## src/rtl/watchdog_timeout_control_map.vh

```
// register offsets, field positions, reset values and timing counts of the watchdog
`ifndef WATCHDOG_TIMEOUT_CONTROL_MAP_VH
`define WATCHDOG_TIMEOUT_CONTROL_MAP_VH

// ----------------------------------------------------------------
// byte offsets on the register bus
// ----------------------------------------------------------------
`define WD_ADDR_CTRL      5'h00
`define WD_ADDR_CAUSE     5'h04
`define WD_ADDR_STAT      5'h08
`define WD_ADDR_MASK      5'h0c

// ----------------------------------------------------------------
// watchdog_control_status fields
// ----------------------------------------------------------------
`define WD_B_IRQ_FLAG     7
`define WD_B_IRQ_EN       6
`define WD_B_TSEL3        5
`define WD_B_CE           4
`define WD_B_WDE          3
`define WD_B_TSEL_HI      2
`define WD_B_TSEL_LO      0

// reset_cause_register field
`define WD_B_CAUSE        3

// event status / mask fields
`define WD_S_IRQ          0
`define WD_S_RST          1

// ----------------------------------------------------------------
// reset values
// ----------------------------------------------------------------
`define WD_TSEL_RST       4'h0
`define WD_STAT_RST       2'h0
`define WD_MASK_RST       2'h0

// ----------------------------------------------------------------
// timing
// ----------------------------------------------------------------
`define WD_CE_CYCLES      3'h4
`define WD_CLK_HZ         40000000
`define WD_OSC_HZ         128000
`define WD_BASE_CYCLES    21'h000800
`define WD_MAX_CODE       4'h9

`endif

```

## src/rtl/watchdog_timeout_control.v

```verilog
// watchdog time-out control with change-enable sequence and Avalon-MM register slave
//
// The placing of the registers and the Avalon-MM slave port were chosen for this implementation.
`timescale 1ns/1ps
`include "watchdog_timeout_control_map.vh"

// Operation
// protected changes need change-enable set first
// change-enable clears itself after four cycles
// reset-cause flag forces reset-enable to one
// software clears cause flag before disabling reset
// four-bit time-out select on bits 5,2..0
// codes 0-9 give 2048 doubling cycles
// oscillator ticks count; restart returns to zero
// enable bits select mode; fuse forces reset
// time-out sets flag; vector or one clears
// combined mode: vector leaves reset; else reset
module watchdog_timeout_control #(
    parameter OSC_DIV = `WD_CLK_HZ / `WD_OSC_HZ
) (
    input  wire        clk_i,
    input  wire        reset_i,
    input  wire [4:0]  address_i,
    input  wire        read_i,
    input  wire        write_i,
    input  wire [31:0] writedata_i,
    input  wire [3:0]  byteenable_i,
    output reg  [31:0] readdata_o,
    output reg         waitrequest_o,
    input  wire        restart_i,
    input  wire        vector_ack_i,
    input  wire        always_on_fuse_i,
    output reg         vector_req_o,
    output reg         sys_reset_o,
    output reg         irq_o
);

    // ----------------------------------------------------------------
    // state
    // ----------------------------------------------------------------
    localparam CNT_W = 21;
    localparam DIV_W = 16;

    reg [DIV_W-1:0] div_reg;
    reg             tick_reg;
    reg [CNT_W-1:0] cnt_reg;
    reg             reset_enable_bit_reg;
    reg             dog_irq_enable_reg;
    reg             dog_irq_flag_reg;
    reg [3:0]       timeout_select_reg;
    reg             change_enable_bit_reg;
    reg [2:0]       ce_cnt_reg;
    reg             dog_reset_cause_flag_reg;
    reg [1:0]       stat_reg;
    reg [1:0]       mask_reg;

    // ----------------------------------------------------------------
    // time-out length per select code
    // ----------------------------------------------------------------
    function [CNT_W-1:0] limit_of;
        input [3:0] code;
        reg   [3:0] c;
        begin
            // reserved codes behave as the longest time-out
            c = (code > `WD_MAX_CODE) ? `WD_MAX_CODE : code;
            limit_of = `WD_BASE_CYCLES << c;
        end
    endfunction

    // ----------------------------------------------------------------
    // effective mode
    // ----------------------------------------------------------------
    wire reset_enable_eff;
    wire irq_enable_eff;
    wire running;

    assign reset_enable_eff = always_on_fuse_i | dog_reset_cause_flag_reg | reset_enable_bit_reg;
    assign irq_enable_eff   = dog_irq_enable_reg & ~always_on_fuse_i;
    assign running          = reset_enable_eff | irq_enable_eff;

    // ----------------------------------------------------------------
    // bus decode
    // ----------------------------------------------------------------
    wire       req;
    wire       wr_fire;
    wire       wr_ctrl;
    wire       wr_cause;
    wire       wr_stat;
    wire       wr_mask;
    wire [7:0] wd;
    wire [7:0] ctrl_view;

    assign req      = (read_i | write_i) & waitrequest_o;
    assign wr_fire  = write_i & ~waitrequest_o & byteenable_i[0];
    assign wr_ctrl  = wr_fire & (address_i == `WD_ADDR_CTRL);
    assign wr_cause = wr_fire & (address_i == `WD_ADDR_CAUSE);
    assign wr_stat  = wr_fire & (address_i == `WD_ADDR_STAT);
    assign wr_mask  = wr_fire & (address_i == `WD_ADDR_MASK);
    assign wd       = writedata_i[7:0];

    assign ctrl_view = {dog_irq_flag_reg, irq_enable_eff, timeout_select_reg[3], change_enable_bit_reg,
                        reset_enable_eff, timeout_select_reg[2:0]};

    // ----------------------------------------------------------------
    // time-out detection
    // ----------------------------------------------------------------
    wire [CNT_W-1:0] limit_now;
    wire             to_hit;
    wire             irq_act;
    wire             rst_act;

    assign limit_now = limit_of(timeout_select_reg);
    assign to_hit    = running & tick_reg & ~restart_i & (cnt_reg == limit_now - 21'h000001);
    // combined mode with the flag still pending goes straight to reset
    assign irq_act   = to_hit & irq_enable_eff & ~(reset_enable_eff & dog_irq_flag_reg);
    assign rst_act   = to_hit & reset_enable_eff & (~irq_enable_eff | dog_irq_flag_reg);

    // ----------------------------------------------------------------
    // bus slave: one wait state, then one cycle with waitrequest low
    // ----------------------------------------------------------------
    always @(posedge clk_i) begin
        if (reset_i) begin
            waitrequest_o <= 1'b1;
            readdata_o    <= 32'h00000000;
        end else begin
            if (req) begin
                waitrequest_o <= 1'b0;
                if (read_i) begin
                    case (address_i)
                        `WD_ADDR_CTRL:  readdata_o <= {24'h000000, ctrl_view};
                        `WD_ADDR_CAUSE: readdata_o <= {28'h0000000, dog_reset_cause_flag_reg, 3'h0};
                        `WD_ADDR_STAT:  readdata_o <= {30'h0, stat_reg};
                        `WD_ADDR_MASK:  readdata_o <= {30'h0, mask_reg};
                        default:        readdata_o <= 32'h00000000;
                    endcase
                end else begin
                    readdata_o <= 32'h00000000;
                end
            end else begin
                waitrequest_o <= 1'b1;
            end
        end
    end

    // ----------------------------------------------------------------
    // oscillator tick divider
    // ----------------------------------------------------------------
    always @(posedge clk_i) begin
        if (reset_i) begin
            div_reg  <= {DIV_W{1'b0}};
            tick_reg <= 1'b0;
        end else if (div_reg == OSC_DIV[DIV_W-1:0] - 16'h0001) begin
            div_reg  <= {DIV_W{1'b0}};
            tick_reg <= 1'b1;
        end else begin
            div_reg  <= div_reg + 16'h0001;
            tick_reg <= 1'b0;
        end
    end

    // ----------------------------------------------------------------
    // watchdog counter
    // ----------------------------------------------------------------
    always @(posedge clk_i) begin
        if (reset_i) begin
            cnt_reg <= {CNT_W{1'b0}};
        end else if (restart_i | ~running | to_hit | rst_act) begin
            cnt_reg <= {CNT_W{1'b0}};
        end else if (tick_reg) begin
            cnt_reg <= cnt_reg + 21'h000001;
        end
    end

    // ----------------------------------------------------------------
    // control bits; later assignments win, so hardware sets beat clears
    // ----------------------------------------------------------------
    always @(posedge clk_i) begin
        if (reset_i) begin
            reset_enable_bit_reg  <= 1'b0;
            dog_irq_enable_reg    <= 1'b0;
            dog_irq_flag_reg      <= 1'b0;
            timeout_select_reg    <= `WD_TSEL_RST;
            change_enable_bit_reg <= 1'b0;
            ce_cnt_reg            <= 3'h0;
        end else begin
            if (ce_cnt_reg != 3'h0) begin
                ce_cnt_reg <= ce_cnt_reg - 3'h1;
            end
            if (change_enable_bit_reg & (ce_cnt_reg == 3'h1)) begin
                change_enable_bit_reg <= 1'b0;
            end
            if (vector_ack_i) begin
                dog_irq_flag_reg <= 1'b0;
                if (reset_enable_eff) begin
                    dog_irq_enable_reg <= 1'b0;
                end
            end
            if (wr_ctrl) begin
                if (change_enable_bit_reg) begin
                    reset_enable_bit_reg <= wd[`WD_B_WDE];
                    timeout_select_reg   <= {wd[`WD_B_TSEL3], wd[`WD_B_TSEL_HI:`WD_B_TSEL_LO]};
                end else if (wd[`WD_B_WDE]) begin
                    reset_enable_bit_reg <= 1'b1;
                end
                dog_irq_enable_reg <= wd[`WD_B_IRQ_EN];
                if (wd[`WD_B_IRQ_FLAG]) begin
                    dog_irq_flag_reg <= 1'b0;
                end
                if (wd[`WD_B_CE] & wd[`WD_B_WDE]) begin
                    change_enable_bit_reg <= 1'b1;
                    ce_cnt_reg            <= `WD_CE_CYCLES;
                end
            end
            if (irq_act) begin
                dog_irq_flag_reg <= 1'b1;
            end
            if (rst_act) begin
                // system reset returns the set-up to its reset values, except reset-enable, which is set to one below
                dog_irq_enable_reg    <= 1'b0;
                dog_irq_flag_reg      <= 1'b0;
                timeout_select_reg    <= `WD_TSEL_RST;
                change_enable_bit_reg <= 1'b0;
                ce_cnt_reg            <= 3'h0;
            end
            // the stored bit stays one, so clearing the cause flag alone never disarms the reset
            if (dog_reset_cause_flag_reg | rst_act) begin
                reset_enable_bit_reg <= 1'b1;
            end
        end
    end

    // ----------------------------------------------------------------
    // reset cause flag; cleared by writing zero, set by a watchdog reset
    // ----------------------------------------------------------------
    always @(posedge clk_i) begin
        if (reset_i) begin
            dog_reset_cause_flag_reg <= 1'b0;
        end else begin
            if (wr_cause & ~wd[`WD_B_CAUSE]) begin
                dog_reset_cause_flag_reg <= 1'b0;
            end
            if (rst_act) begin
                dog_reset_cause_flag_reg <= 1'b1;
            end
        end
    end

    // ----------------------------------------------------------------
    // event status, mask and outputs
    // ----------------------------------------------------------------
    always @(posedge clk_i) begin
        if (reset_i) begin
            stat_reg     <= `WD_STAT_RST;
            mask_reg     <= `WD_MASK_RST;
            irq_o        <= 1'b0;
            vector_req_o <= 1'b0;
            sys_reset_o  <= 1'b0;
        end else begin
            if (wr_mask) begin
                mask_reg <= wd[1:0];
            end
            stat_reg <= (stat_reg & ~(wr_stat ? wd[1:0] : 2'h0)) | {rst_act, irq_act};
            irq_o        <= |(stat_reg & mask_reg);
            vector_req_o <= dog_irq_flag_reg & irq_enable_eff;
            sys_reset_o  <= rst_act;
        end
    end

endmodule // watchdog_timeout_control

```

## config.mk

```make
export PLATFORM = sky130hd
export DESIGN_NAME = watchdog_timeout_control
export DESIGN_NICKNAME = d
export VERILOG_FILES = /design/src/rtl/watchdog_timeout_control.v
export VERILOG_INCLUDE_DIRS = /design/src /design/src/rtl
export SDC_FILE = /design/constraint.sdc
export NUM_CORES = 1
export LEC_CHECK = 0
export BUFFER_PORTS_ARGS = -buffer_cell sky130_fd_sc_hd__buf_4
export CAP_MARGIN = 20
export CORE_ASPECT_RATIO = 2
export CORE_MARGIN = 4
export CORE_UTILIZATION = 56
export DETAILED_ROUTE_END_ITERATION = 16
export HOLD_SLACK_MARGIN = 0.12
export MAX_ROUTING_LAYER = met4
export PLACE_DENSITY = 0.88
export SYNTH_ARGS = -nofsm -noshare
export SYNTH_HDL_FRONTEND = slang
export SYNTH_SLANG_ARGS = --single-unit
```

## constraint.sdc

```tcl
create_clock -name clk_i -period 5.7 [get_ports clk_i]
set_input_delay 0 -clock clk_i [delete_from_list [all_inputs] [get_ports clk_i]]
set_output_delay 0 -clock clk_i [all_outputs]
set_load 0.005 [all_outputs]
```

## After elaboration in Yosys (flattened, before gate mapping)

Cells that the tools add are included.

- Eq/ne operators: 6
- $add $sub $neg: 4
- Shift operators: 1
- Reduce and logical (&&, ||, !) cells: 14
- Multiplexer cells: 25
- Magnitude comparators: 1
- Bitwise operators: 40

Operators with widths:

| kind | count |
|---|---|
| 32-bit two-way mux | 1 |
| 8-bit case mux with 4 select lines | 1 |
| 21-bit by 1-bit adder with 21-bit output (second input constant) | 1 |
| 21-bit == test | 1 |
| 12-bit by 4-bit << shifter with 21-bit output (first input constant) | 1 |
| 21-bit by 1-bit subtractor with 21-bit output (second input constant) | 1 |
| 1-bit bitwise AND | 20 |
| 1-bit two-way mux | 18 |
| 16-bit by 1-bit adder with 16-bit output (second input constant) | 1 |
| 16-bit by 9-bit == test with 1-bit output (second input constant) | 1 |
| 5-bit by 4-bit == test with 1-bit output (second input constant) | 2 |
| 3-bit two-way mux | 3 |
| 1-bit OR | 9 |
| 2-bit nonzero test | 4 |
| 2-bit OR reduction | 4 |
| 1-bit NOT | 7 |
| 2-bit AND reduction | 3 |
| 3-bit nonzero test | 2 |
| 5-bit by 3-bit == test with 1-bit output (second input constant) | 1 |
| 5-bit logical NOT | 1 |
| 2-bit bitwise AND | 2 |
| 4-bit greater-than comparator (second input constant) | 1 |
| 4-bit two-way mux | 1 |
| 3-bit by 1-bit == test with 1-bit output (second input constant) | 1 |
| other kinds (4) | 4 |

- Output and inout port bits: 36
- Bits of input ports: 48
- Register bits after elaboration: 90
- Word-level logic and storage cells: 108

## Logic depth before layout (Yosys ltp)

Gate-level depths: netlist of run 1.

- Depth after elaboration: 11
- Mapped depth: 12
- Mapped depth without buffers: 9

## Worst setup path before layout of run 1

No wires, ideal clock.

- Kind: register to register
- Start: reg timeout_select_reg[0]
- End: reg cnt_reg[16]
- Buffers on the path: 3
- Library setup time: 0.114 ns
- Data required time: 5.586 ns
- Cell stages (with the launch flop): 12
- Clock period less this slack: 2.835 ns
- Data arrival time: 2.721 ns
- Slack: 2.865 ns
- Path through: dfxtp_1 -> buf_6 -> or4_1 -> ha_1 -> clkbuf_1 -> xnor2_1 -> xnor2_1 -> or3_1 -> nor4_4 -> a31o_2 -> buf_8 -> nor2_1

- Cells in the longest elaborated chain, start to end: 10
- Elaborated cells between the ends (all ways): 11
- Those cells by class: 1 x add/sub; 1 x order compare; 1 x eq/ne; 1 x shift; 1 x mux; 5 x bitwise; 1 x reduce/logical

Ends and longest elaborated chain:

| element | line | source |
|---|---|---|
| start, declared | watchdog_timeout_control.v:50 | `reg [3:0] timeout_select_reg;` |
| start signal, assigned | watchdog_timeout_control.v:182 | `` timeout_select_reg <= `WD_TSEL_RST; `` |
| start signal, assigned | watchdog_timeout_control.v:201 | `` timeout_select_reg <= {wd[`WD_B_TSEL3], wd[`WD_B_TSEL_HI:`WD_B_TSEL_LO]}; `` |
| start signal, assigned | watchdog_timeout_control.v:221 | `` timeout_select_reg <= `WD_TSEL_RST; `` |
| 4-bit greater-than comparator (no line) | n/a |  |
| 4-bit two-way mux (*) | watchdog_timeout_control.v:65 | `` c = (code > `WD_MAX_CODE) ? `WD_MAX_CODE : code; `` |
| 12-bit by 4-bit << shifter with 21-bit output (no line) (*) | n/a |  |
| 21-bit by 1-bit subtractor with 21-bit output (*) | watchdog_timeout_control.v:113 | `assign to_hit = running & tick_reg & ~restart_i & (cnt_reg == limit_now - 21'h000001);` |
| 21-bit == test (*) | watchdog_timeout_control.v:113 |  |
| 1-bit bitwise AND (*) | watchdog_timeout_control.v:113 |  |
| 1-bit bitwise AND (2 in series) | watchdog_timeout_control.v:116 | `assign rst_act = to_hit & reset_enable_eff & (~irq_enable_eff \| dog_irq_flag_reg);` |
| 1-bit OR (*) | watchdog_timeout_control.v:167 | `end else if (restart_i \| ~running \| to_hit \| rst_act) begin` |
| 2-bit OR reduction (no line) (*) | n/a |  |
| end signal, assigned | watchdog_timeout_control.v:166 | `cnt_reg <= {CNT_W{1'b0}};` |
| end signal, assigned | watchdog_timeout_control.v:168 | `cnt_reg <= {CNT_W{1'b0}};` |
| end signal, assigned | watchdog_timeout_control.v:170 | `cnt_reg <= cnt_reg + 21'h000001;` |
| end, declared | watchdog_timeout_control.v:46 | `reg [CNT_W-1:0] cnt_reg;` |

Mark *: on every way between the ends. The rest lies on a longest branch, timed or not.
A chain may end at the register's enable or synchronous reset.

## Worst setup path in the final report of run 1

- Start: reg timeout_select_reg[0]
- End: reg dog_irq_enable_reg

- Cells in the longest elaborated chain, start to end: 9

Ends and longest elaborated chain:

| element | line | source |
|---|---|---|
| 4-bit greater-than comparator (no line) | n/a |  |
| 4-bit two-way mux (*) | watchdog_timeout_control.v:65 |  |
| 12-bit by 4-bit << shifter with 21-bit output (no line) (*) | n/a |  |
| 21-bit by 1-bit subtractor with 21-bit output (*) | watchdog_timeout_control.v:113 |  |
| 21-bit == test (*) | watchdog_timeout_control.v:113 |  |
| 1-bit bitwise AND (*) | watchdog_timeout_control.v:113 |  |
| 1-bit bitwise AND (*) (2 in series) | watchdog_timeout_control.v:116 |  |
| 2-bit OR reduction (no line) (*) | n/a |  |
| end signal, assigned | watchdog_timeout_control.v:205 | `` dog_irq_enable_reg <= wd[`WD_B_IRQ_EN]; `` |
| end, declared | watchdog_timeout_control.v:48 | `reg dog_irq_enable_reg;` |

Marked as above.

==> key figures, run 1 <==
Setup path
  • Slowest-stage cell, CP: or4_1
  • WP data required: 5.93 ns
  • Crit path cell chain: or4_1 -> ha_1 -> xnor2_1 -> xnor2_1 -> or3_1 -> nor4_4 -> a41o_1 -> a21oi_1 -> dlygate4sd3_1
  • CP peak stage delay: 0.61 ns
  • Worst setup EP type: flop
  • WP data arrival: 3.82 ns
  • Cell mode on critical path: xnor2_1
  • Setup crit start kind: flop
  • CP top delay family: simple AND/OR/NAND/NOR gates
  • Crit path max fanout: 10
  • R2R Setup Slk: 2.11 ns
  • Crit path kind: reg2reg
  • CP Buf/Inv Count: 1

Final layout
  • Share of cells above drive strength 1: 15.4%
  • # diodes: 0
  • Area Growth Syn to Fin: 19.5%
  • Final net count: 491
  • Most frequent cells in the layout: dfxtp_1 (66), nor2_1 (54), buf_4 (33), nand2_1 (31), xor2_1 (29)
  • Non-Filler Instances: 503
  • Final Cell Area: 4000 sq um
  • Most common cell after layout, fill and taps aside: dfxtp_1
  • Max reg flops: 21

Floorplanning
  • Die area: 7350 sq um
  • Num ports: 84
  • Die width: 62.6 um
  • Core ar.: 5760 sq um
  • Die height: 117 um
  • FP Rows: 39
  • Initial Util: 58.1%

Synthesis
  • Post-synth top area cell: dfxtp_1
  • Adder-cell share of the synthesized area: 2.25%
  • Top area cells in the synthesized netlist: dfxtp_1 (40%), xor2_1 (7.6%), nor2_1 (6.1%), buf_4 (5.6%), nand2_1 (3.5%)
  • Seq cells post-synth: 66
  • Post-synthesis average cell area: 8.57 sq um
  • Mux contribution to synthesized area: 1.87%
  • Post-synth EDFFs: 0
  • Ys flop type: dfxtp_1
  • Register area share after synthesis: 39.5%
  • XOR/XNOR share of the synthesized area: 10.7%
  • Post-Synth Simple-Gate Area: 26.6%
  • Synth async-reset ratio: 0%
  • Gate Count Post-Synth: 390
  • Number of synthesis warnings: 0
  • Compound-Gate Fraction of Synth Area: 9.99%
  • Post-Syn Area: 3340 sq um
  • Synth cell types: 56
  • Largest family of logic cells by synthesized area: simple AND/OR/NAND/NOR gates
  • Synth top area share: 39.5%

Drt
  • Vias: 2,778
  • Vias/cell: 5.52
  • DRT Pass-1 Iters: 4
  • Drt initial violations: 111
  • DRC Markers: 0
  • Final ANT Viol Nets: 0
  • WL per Instance: 14.3 um
  • Wirelength, routed: 7190 um

Power and ir drop
  • P_sw: 0.273 mW
  • Flop pwr share: 41.0%
  • Pwr per Cell Area: 293 nW/um^2
  • Sw Ratio: 23.3%
  • Comb power frac: 8.0%
  • Internal: 0.900 mW
  • Worst vdd ir: 0.312 mV
  • Power consumption: 1.17 mW
  • LEAKAGE: 1.53 nW
  • Clk network pwr share: 50.9%

Clock tree
  • H-tree depth: 3
  • Clock sink total: 66
  • CTS tree: done
  • Max clock buf depth: 2
  • CTS buffer count: 9
  • CTS clk-pin slew, worst paths: 0.06 ns
  • CTS Root Cell: clkbuf_16
  • Post-CTS Setup Bufs: 0
  • Worst-Skew Late Latency: 0.34 ns

Placed design
  • DP HPWL: 5160 um
  • Placed cells: 468
  • Placed Instance Area: 3480 sq um
  • Gpl congestion: 0.856
  • Number of port buffers: 32

STA
  • Setup TNS: 0 ns
  • Final setup violation count: 0
  • RSZ-0062 raised after global routing: no
  • Slew headroom: 48.2%
  • Crit share post-route: 63.0%
  • Max Slew Vio Count: 0
  • Min Hold Slack: 0.143 ns
  • Setup Skew: 0.00629 ns
  • Fmax: 0.278 GHz
  • Tightest Pin Transition: 0.766 ns
  • Tmin final: 3.59 ns
  • Final hold viol count: 0

Global routing
  • GRT Util Overall: 21.6%
  • Vias in the first global route: 2,723
  • First-pass GRT wire length: 12,100 um
  • Grt ovf: 0
  • Antenna violations before repair: 0
  • Largest net degree at the start of global routing: 25

Hold path
  • Hold Crit Class: in2reg

Job
  • Max-Cap Viols: 0

Run status
  • Status: finished clean
## cell type report
| type | count | area, sq um |
|---|---|---|
| inverters | 8 | 30.0 |
| repair buffers | 52 | 433 |
| well taps | 61 | 76.3 |
| clock buffers | 9 | 225 |
| flip-flops and latches | 66 | 1320 |
| clock inverters | 7 | 100 |
| fillers | 468 | 1760 |
| multi-input cells | 300 | 1810 |
## layer usage
metal / up-vias / share of wire (%) / global-route usage, %
li1: 1390 / - / -
met1: 1290 / 39 / 21.8
met2: 73 / 53 / 37.0
met3: 25 / 3.9 / 5.83
met4: 0 / 3.7 / 13.6
met5: - / 0 / -
## per-stage QoR
step	setup WS (ns)	util, %
6_report	2.11	69.4
5_1_grt	1.90	69.4
4_1_cts	2.10	69.3
3_5_place_dp	2.45	60.5
3_3_place_gp	2.54	60.5
2_1_floorplan	2.87	-
## synthesized netlist by cell type (8+ instances only)
library cell and count:
a21oi_1 18, buf_4 25, nand2_1 31, nor2_1 54
and3_1 8, nor2_2 9, xnor2_1 12, nor3_1 11
nand3_1 20, nand4_1 8, xor2_1 29, clkbuf_1 9
dfxtp_1 66
## kinds of logic after synthesis
logic type / after synthesis
flip-flops: 66
buffers and inverters: 47
XOR/XNOR: 41
AND/OR/NAND/NOR: 173
adder cells (fa/ha/maj): 6
multiplexers: 6
AO/OA/AOI/OAI: 50
other: 1
## path summary, 6_finish.rpt
check	startpoint	to	cells after the start
setup / recovery	timeout_select_reg[0]	dog_irq_enable_reg	9
hold / removal	read_i	readdata_o[6]	4
setup reg to reg	timeout_select_reg[0]	dog_irq_enable_reg	9
hold reg to reg	div_reg[0]	div_reg[0]	1
## worst min-delay path, delay by kind of cell
family | cells | cell delay, ns
buffers and inverters | 1 | 0.11
AOI/OAI and AO/OA | 1 | 0.15
and+or+nand+nor | 2 | 0.17
## timing repair
action | CTS | global route
hold buffers | 18 | 0
resized for setup | 0 | 0
hold endpoints to repair | 30 | 0
## power groups by stage
| stage | sequential [mW] | combinational, mW | clock (mW) |
|---|---|---|---|
| detailed placement | 0.490 | 0.0855 | 0 |
| CTS | 0.481 | 0.0928 | 0.607 |
| floorplan | 0.488 | 0.0750 | 0 |
| global route | 0.482 | 0.107 | 0.630 |
| global placement | 0.489 | 0.0805 | 0 |
| finish | 0.481 | 0.0942 | 0.597 |
(Power assumes the default switching activity.)
==> run 2, diff against run 1 <==
--- a/config.mk
+++ b/config.mk
@@ -10,11 +10,11 @@
 export CAP_MARGIN = 20
 export CORE_ASPECT_RATIO = 2
 export CORE_MARGIN = 4
-export CORE_UTILIZATION = 56
+export CORE_UTILIZATION = 53
 export DETAILED_ROUTE_END_ITERATION = 16
 export HOLD_SLACK_MARGIN = 0.12
 export MAX_ROUTING_LAYER = met4
-export PLACE_DENSITY = 0.88
+export PLACE_DENSITY = 0.85
 export SYNTH_ARGS = -nofsm -noshare
 export SYNTH_HDL_FRONTEND = slang
 export SYNTH_SLANG_ARGS = --single-unit
==> constraint.sdc (replaced) <==
create_clock -name clk_i -period 3.45 [get_ports clk_i]
set_input_delay 0 -clock clk_i [delete_from_list [all_inputs] [get_ports clk_i]]
set_output_delay 0 -clock clk_i [all_outputs]
set_load 0.005 [all_outputs]
==> key figures, run 2 (same netlist as run 1, synthesis figures left out) <==
Setup path
  • Crit path cell chain: or4_1 -> ha_1 -> xnor2_1 -> xnor2_1 -> or3_1 -> nor4_4 -> nand4_1 -> a21oi_1
  • Slowest-stage cell, CP: or4_1
  • Setup crit start kind: flop
  • CP top delay family: simple AND/OR/NAND/NOR gates
  • Worst setup EP type: flop
  • CP peak stage delay: 0.61 ns (about the same)
  • Crit path max fanout: 13 (+3)
  • Crit path kind: reg2reg
  • WP data required: 3.70 ns (-2.23 ns)
  • CP Buf/Inv Count: 0 (-1)
  • WP data arrival: 3.37 ns (-0.45 ns)
  • Cell mode on critical path: xnor2_1

Power and ir drop
  • Worst vdd ir: 0.348 mV (+11%)
  • Pwr per Cell Area: 484 nW/um^2 (+65%)
  • LEAKAGE: 1.56 nW (+2.1%)
  • Power consumption: 1.96 mW (+67%)

STA
  • Final setup violation count: 0 (unchanged)
  • Tightest Pin Transition: 0.889 ns (+0.123 ns)
  • Final worst setup slack: 0.337 ns (-1.77 ns)
  • Setup TNS: 0 ns (unchanged)
  • Final hold viol count: 0 (unchanged)
  • Slew headroom: 39.9% (-8.3 points)
  • Fmax: 0.321 GHz (+15%)
  • Crit share post-route: 90.2% (+27 points)
  • Max Slew Vio Count: 0 (unchanged)
  • Setup Skew: 0.00525 ns (-0.00105 ns)
  • Tmin final: 3.11 ns (-0.480 ns)
  • Min Hold Slack: 0.0831 ns (-0.0598 ns)
  • RSZ-0062 raised after global routing: no

Placed design
  • Placed cells: 494 (+5.6%)
  • DP HPWL: 5300 um (+2.7%)
  • Number of port buffers: 32 (unchanged)
  • Setup slack at placement: 0.364 ns (-2.09 ns)
  • Gpl congestion: 0.869 (+1.5%)

Clock tree
  • Worst-Skew Late Latency: 0.33 ns (about the same)
  • Clock sink total: 66 (unchanged)
  • Post-CTS Setup Bufs: 0 (unchanged)
  • CTS buffer count: 9 (unchanged)
  • CTS clk-pin slew, worst paths: 0.05 ns (about the same)
  • H-tree depth: 3 (unchanged)
  • CTS tree: done
  • Max clock buf depth: 2 (unchanged)
  • CTS Root Cell: clkbuf_16

Final layout
  • Non-Filler Instances: 527 (+4.8%)
  • Fill cells: 480 (+2.6%)
  • Most frequent cells in the layout: dfxtp_1 (66), nor2_1 (54), buf_4 (35), nand2_1 (31), xor2_1 (29)
  • Max reg flops: 21 (unchanged)
  • Area of the multi-input gates: 1810 sq um (unchanged)
  • Most common cell after layout, fill and taps aside: dfxtp_1
  • Area Growth Syn to Fin: 21.2%
  • # diodes: 0 (unchanged)
  • Share of cells above drive strength 1: 16.0% (+0.64 points)
  • Register area: 1320 sq um (unchanged)
  • Final net count: 492 (+0.20%)

Global routing
  • M1 GR Usage: 18.5% (-3.3 points)
  • Grt ovf: 0 (unchanged)
  • Largest net degree at the start of global routing: 25 (unchanged)
  • Vias in the first global route: 2,744 (+0.77%)
  • GRT Util Overall: 20.6% (-0.99 points)
  • Met2 usage: 36.6% (-0.40 points)
  • Met3 global-route usage: 4.46% (-1.4 points)
  • Antenna violations before repair: 0 (unchanged)
  • First-pass GRT wire length: 12,000 um (-0.51%)
  • Gr busiest metal: met2

Floorplanning
  • Initial Util: 55.2% (-2.9 points)
  • Die width: 64.2 um (+2.4%)
  • FP Rows: 40 (+2.6%)
  • Num ports: 84 (unchanged)
  • Core ar.: 6060 sq um (+5.2%)
  • Die height: 120 um (+2.6%)
  • Die area: 7720 sq um (+5.1%)

Run status
  • Status: finished clean

Drt
  • WL per Instance: 14.3 um (+0.43%)
  • DRT Pass-1 Iters: 4 (unchanged)
  • Vias/cell: 5.39 (-2.5%)
  • Drt initial violations: 116 (+4.5%)
  • Wirelength, routed: 7560 um (+5.2%)
  • Vias: 2,838 (+2.2%)
  • DRC Markers: 0 (unchanged)
  • Final ANT Viol Nets: 0 (unchanged)

Hold path
  • Hold Crit Class: in2reg

Job
  • Max-Cap Viols: 0 (unchanged)
-- run 2: cell count changes in the layout (fill, tap and decap cells not counted), moves of 2 or more --
cell and change:
buf_4 +2, clkbuf_4 +2, clkbuf_8 +3, clkinvlp_4 -3, dlygate4sd3_1 -3
-- run 2: final cells by class --
class | instances | area share, %
tap | 84 | 2.59
multi-input combinational | 300 | 44.6
clock inverter | 3 | 1.70
inverter | 8 | 0.741
clock buffer | 13 | 6.67
sequential | 66 | 32.6
timing repair buffer | 53 | 11.1
-- run 2: metrics by stage --
step / instance area, sq um / utilization (%)
after floorplan: 3430 / -
after global placement: 3550 / 58.6
after detailed placement: 3550 / 58.6
after CTS: 4040 / 66.7
after global routing: 4050 / 66.9
final: 4050 / 66.9
-- run 2: where the power goes --
group          switching, mW  internal, mW
sequential            0.0120         0.781
clock                  0.321         0.694
combinational         0.0836        0.0703
-- run 2: worst paths after layout --
path	to	slack, ns	cells past startpoint	startpoint
setup / recovery	dog_reset_cause_flag_reg	0.34	8	timeout_select_reg[1]
hold / removal	waitrequest_o	0.08	3	write_i
hold reg to reg	div_reg[0]	0.45	1	div_reg[0]
setup reg to reg	dog_reset_cause_flag_reg	0.34	8	timeout_select_reg[1]
-- run 2: worst register-to-register path, stage by stage, from the launching register on --
cell     delay [ns]
dfxtp_1        0.44
or4_1          0.61
ha_1           0.34
xnor2_1        0.23
xnor2_1        0.11
or3_1          0.35
nor4_4         0.36
nand4_1        0.32
a21oi_1        0.26
-- run 2: timing repair --
| item | in CTS | in global routing |
|---|---|---|
| resized for setup | 0 | 0 |
| hold buffers | 15 | 0 |
| endpoints found under the hold margin | 30 | 0 |
-- run 2: routing by layer --
layer	wire length (um)	up-vias
met3	279	36
met5	0	-
li1	-	1388
met4	462	0
met2	4110	73
met1	2710	1341
==> run 3, diff against run 2 <==
--- a/config.mk
+++ b/config.mk
@@ -14,7 +14,7 @@
 export DETAILED_ROUTE_END_ITERATION = 16
 export HOLD_SLACK_MARGIN = 0.12
 export MAX_ROUTING_LAYER = met4
-export PLACE_DENSITY = 0.85
+export PLACE_DENSITY = 0.8
 export SYNTH_ARGS = -nofsm -noshare
 export SYNTH_HDL_FRONTEND = slang
 export SYNTH_SLANG_ARGS = --single-unit
==> constraint.sdc (replaced) <==
create_clock -name clk_i -period 3.45 [get_ports clk_i]
set_input_delay 0 -clock clk_i [delete_from_list [all_inputs] [get_ports clk_i]]
set_output_delay 0 -clock clk_i [all_outputs]
set_load 0.01 [all_outputs]
==> key figures, run 3 (same netlist as run 1, synthesis figures left out) <==
Run status
  • Status: finished clean

Placed design
  • Gpl congestion: 0.821 (-5.5%)
  • Number of port buffers: 32 (unchanged)
  • Setup slack at placement: 0.435 ns (+0.0711 ns)
  • DP HPWL: 5360 um (+1.1%)

Final layout
  • Fill cells: 508 (+5.8%)
  • Post-layout util: 66.3% (-0.66 points)
  • Max reg flops: 21 (unchanged)
  • Area Growth Syn to Fin: 20.0%
  • Most common cell after layout, fill and taps aside: dfxtp_1
  • Final net count: 494 (+0.41%)
  • Most frequent cells in the layout: dfxtp_1 (66), nor2_1 (54), buf_4 (36), nand2_1 (31), xor2_1 (29)
  • # diodes: 0 (unchanged)
  • Share of cells above drive strength 1: 15.8% (-0.23 points)

Floorplanning
  • FP Rows: 40 (unchanged)
  • Die height: 120 um (unchanged)
  • Die area: 7720 sq um (unchanged)
  • Die width: 64.2 um (unchanged)
  • Num ports: 84 (unchanged)
  • Initial Util: 55.2% (unchanged)
  • Core ar.: 6060 sq um (unchanged)

STA
  • Fmax: 0.328 GHz (+2.1%)
  • Tightest Pin Transition: 0.930 ns (+0.0403 ns)
  • Max Slew Vio Count: 0 (unchanged)
  • Tmin final: 3.05 ns (-0.0640 ns)
  • Crit share post-route: 88.4% (-1.9 points)
  • RSZ-0062 raised after global routing: no
  • Setup Skew: 0.00563 ns (+0.000380 ns)
  • Final worst setup slack: 0.401 ns (+0.0640 ns)
  • Final setup violation count: 0 (unchanged)
  • Final hold viol count: 0 (unchanged)
  • Slew headroom: 37.2% (-2.7 points)
  • Setup TNS: 0 ns (unchanged)

Global routing
  • Vias in the first global route: 2,807 (+2.3%)
  • Largest net degree at the start of global routing: 25 (unchanged)
  • Antenna violations before repair: 0 (unchanged)
  • Grt ovf: 0 (unchanged)
  • GRT Util Overall: 21.7% (+1.1 points)
  • First-pass GRT wire length: 12,500 um (+4.3%)

Power and ir drop
  • LEAKAGE: 1.54 nW (-1.5%)
  • Flop pwr share: 44.1% (+3.7 points)
  • Clk network pwr share: 46.9% (-4.8 points)
  • Worst vdd ir: 0.423 mV (+22%)
  • Comb power frac: 9.1% (+1.3 points)
  • Internal: 1.39 mW (-10%)
  • P_sw: 0.415 mW (-0.38%)
  • Pwr per Cell Area: 449 nW/um^2 (-7.2%)
  • Sw Ratio: 23.0% (+1.8 points)

Clock tree
  • CTS clk-pin slew, worst paths: 0.05 ns (about the same)
  • H-tree depth: 3 (unchanged)
  • Clock sink total: 66 (unchanged)
  • Worst-Skew Late Latency: 0.33 ns (about the same)
  • CTS buffer count: 9 (unchanged)
  • Post-CTS Resized: 0 (unchanged)
  • Max clock buf depth: 2 (unchanged)
  • CTS tree: done
  • Post-CTS Setup Bufs: 0 (unchanged)
  • CTS Root Cell: clkbuf_16

Setup path
  • CP Buf/Inv Count: 0 (unchanged)
  • Slowest-stage cell, CP: or4_1
  • CP top delay family: simple AND/OR/NAND/NOR gates
  • CP peak stage delay: 0.60 ns (about the same)
  • Crit path cell chain: or4_1 -> ha_1 -> xnor2_1 -> xnor2_1 -> or3_1 -> nor4_4 -> a41o_1 -> nor3_1
  • Crit path max fanout: 13 (unchanged)
  • Cell mode on critical path: xnor2_1
  • Setup crit start kind: flop
  • Worst setup EP type: flop
  • WP data arrival: 3.25 ns (-0.12 ns)
  • WP data required: 3.66 ns (-0.04 ns)
  • Crit path kind: reg2reg

Drt
  • DRT Pass-1 Iters: 7 (+3)
  • Vias/cell: 5.42 (+0.60%)
  • DRC Markers: 0 (unchanged)
  • Vias: 2,855 (+0.60%)
  • WL per Instance: 14.4 um (+0.63%)
  • Drt initial violations: 137 (+18%)
  • Final ANT Viol Nets: 0 (unchanged)
  • Wirelength, routed: 7610 um (+0.63%)

Hold path
  • Hold Crit Class: in2reg

Job
  • Max-Cap Viols: 0 (unchanged)
==> run 3: through the flow <==
stage | std cells | hold slack [ns] | cell area, sq um | total power [mW]
finish | 527 | 0.107 | 4010 | 1.80
CTS | 526 | 0.140 | 4010 | 1.81
detailed placement | 495 | 0.280 | 3560 | 0.959
global placement | 495 | 0.275 | 3560 | 0.951
global route | 527 | 0.153 | 4010 | 1.87
floorplan | 413 | 0.135 | 3430 | 0.937
==> run 3: final timing paths <==
kind	from	to	slack (ns)	depth (start not counted)
worst min register to register	div_reg[0]	div_reg[0]	0.46	1
worst max-delay path	timeout_select_reg[1]	ce_cnt_reg[0]	0.40	8
worst min-delay path	write_i	waitrequest_o	0.11	3
worst max register to register	timeout_select_reg[1]	ce_cnt_reg[0]	0.40	8
==> run 3: what timing repair did <==
item,CTS,global route
hold endpoints to repair,30,0
endpoints found under the setup margin,0,0
hold buffers,17,0
==> run 3: power groups by stage <==
| stage | Sequential, mW | Clock, mW | Combinational, mW |
|---|---|---|---|
| 6_report | 0.794 | 0.845 | 0.164 |
| 5_1_grt | 0.794 | 0.894 | 0.182 |
| 4_1_cts | 0.793 | 0.858 | 0.161 |
| 3_5_place_dp | 0.809 | 0 | 0.149 |
| 3_3_place_gp | 0.809 | 0 | 0.142 |
| 2_1_floorplan | 0.807 | 0 | 0.130 |
==> run 3: metal layers <==
metal / GRT usage (%) / vias to the layer above / wire length (um)
met4: 17.4 / 0 / 430
li1: - / 1396 / -
met2: 36.5 / 92 / 4130
met3: 5.20 / 33 / 352
met5: - / - / 0
met1: 20.5 / 1334 / 2700
==> run 3: cell type report <==
type	count	area, sq um	area share (%)
clock inverters	2	12.5	0.312
well taps	84	105	2.62
flip-flops and latches	66	1320	32.9
clock buffers	12	267	6.64
multi-input cells	300	1810	45.1
repair buffers	55	468	11.7
inverters	8	30.0	0.748
==> run 3: worst min-delay path, stage by stage <==
cell	delay, ns
buf_4	0.12
o21ai_0	0.18
or2_2	0.11
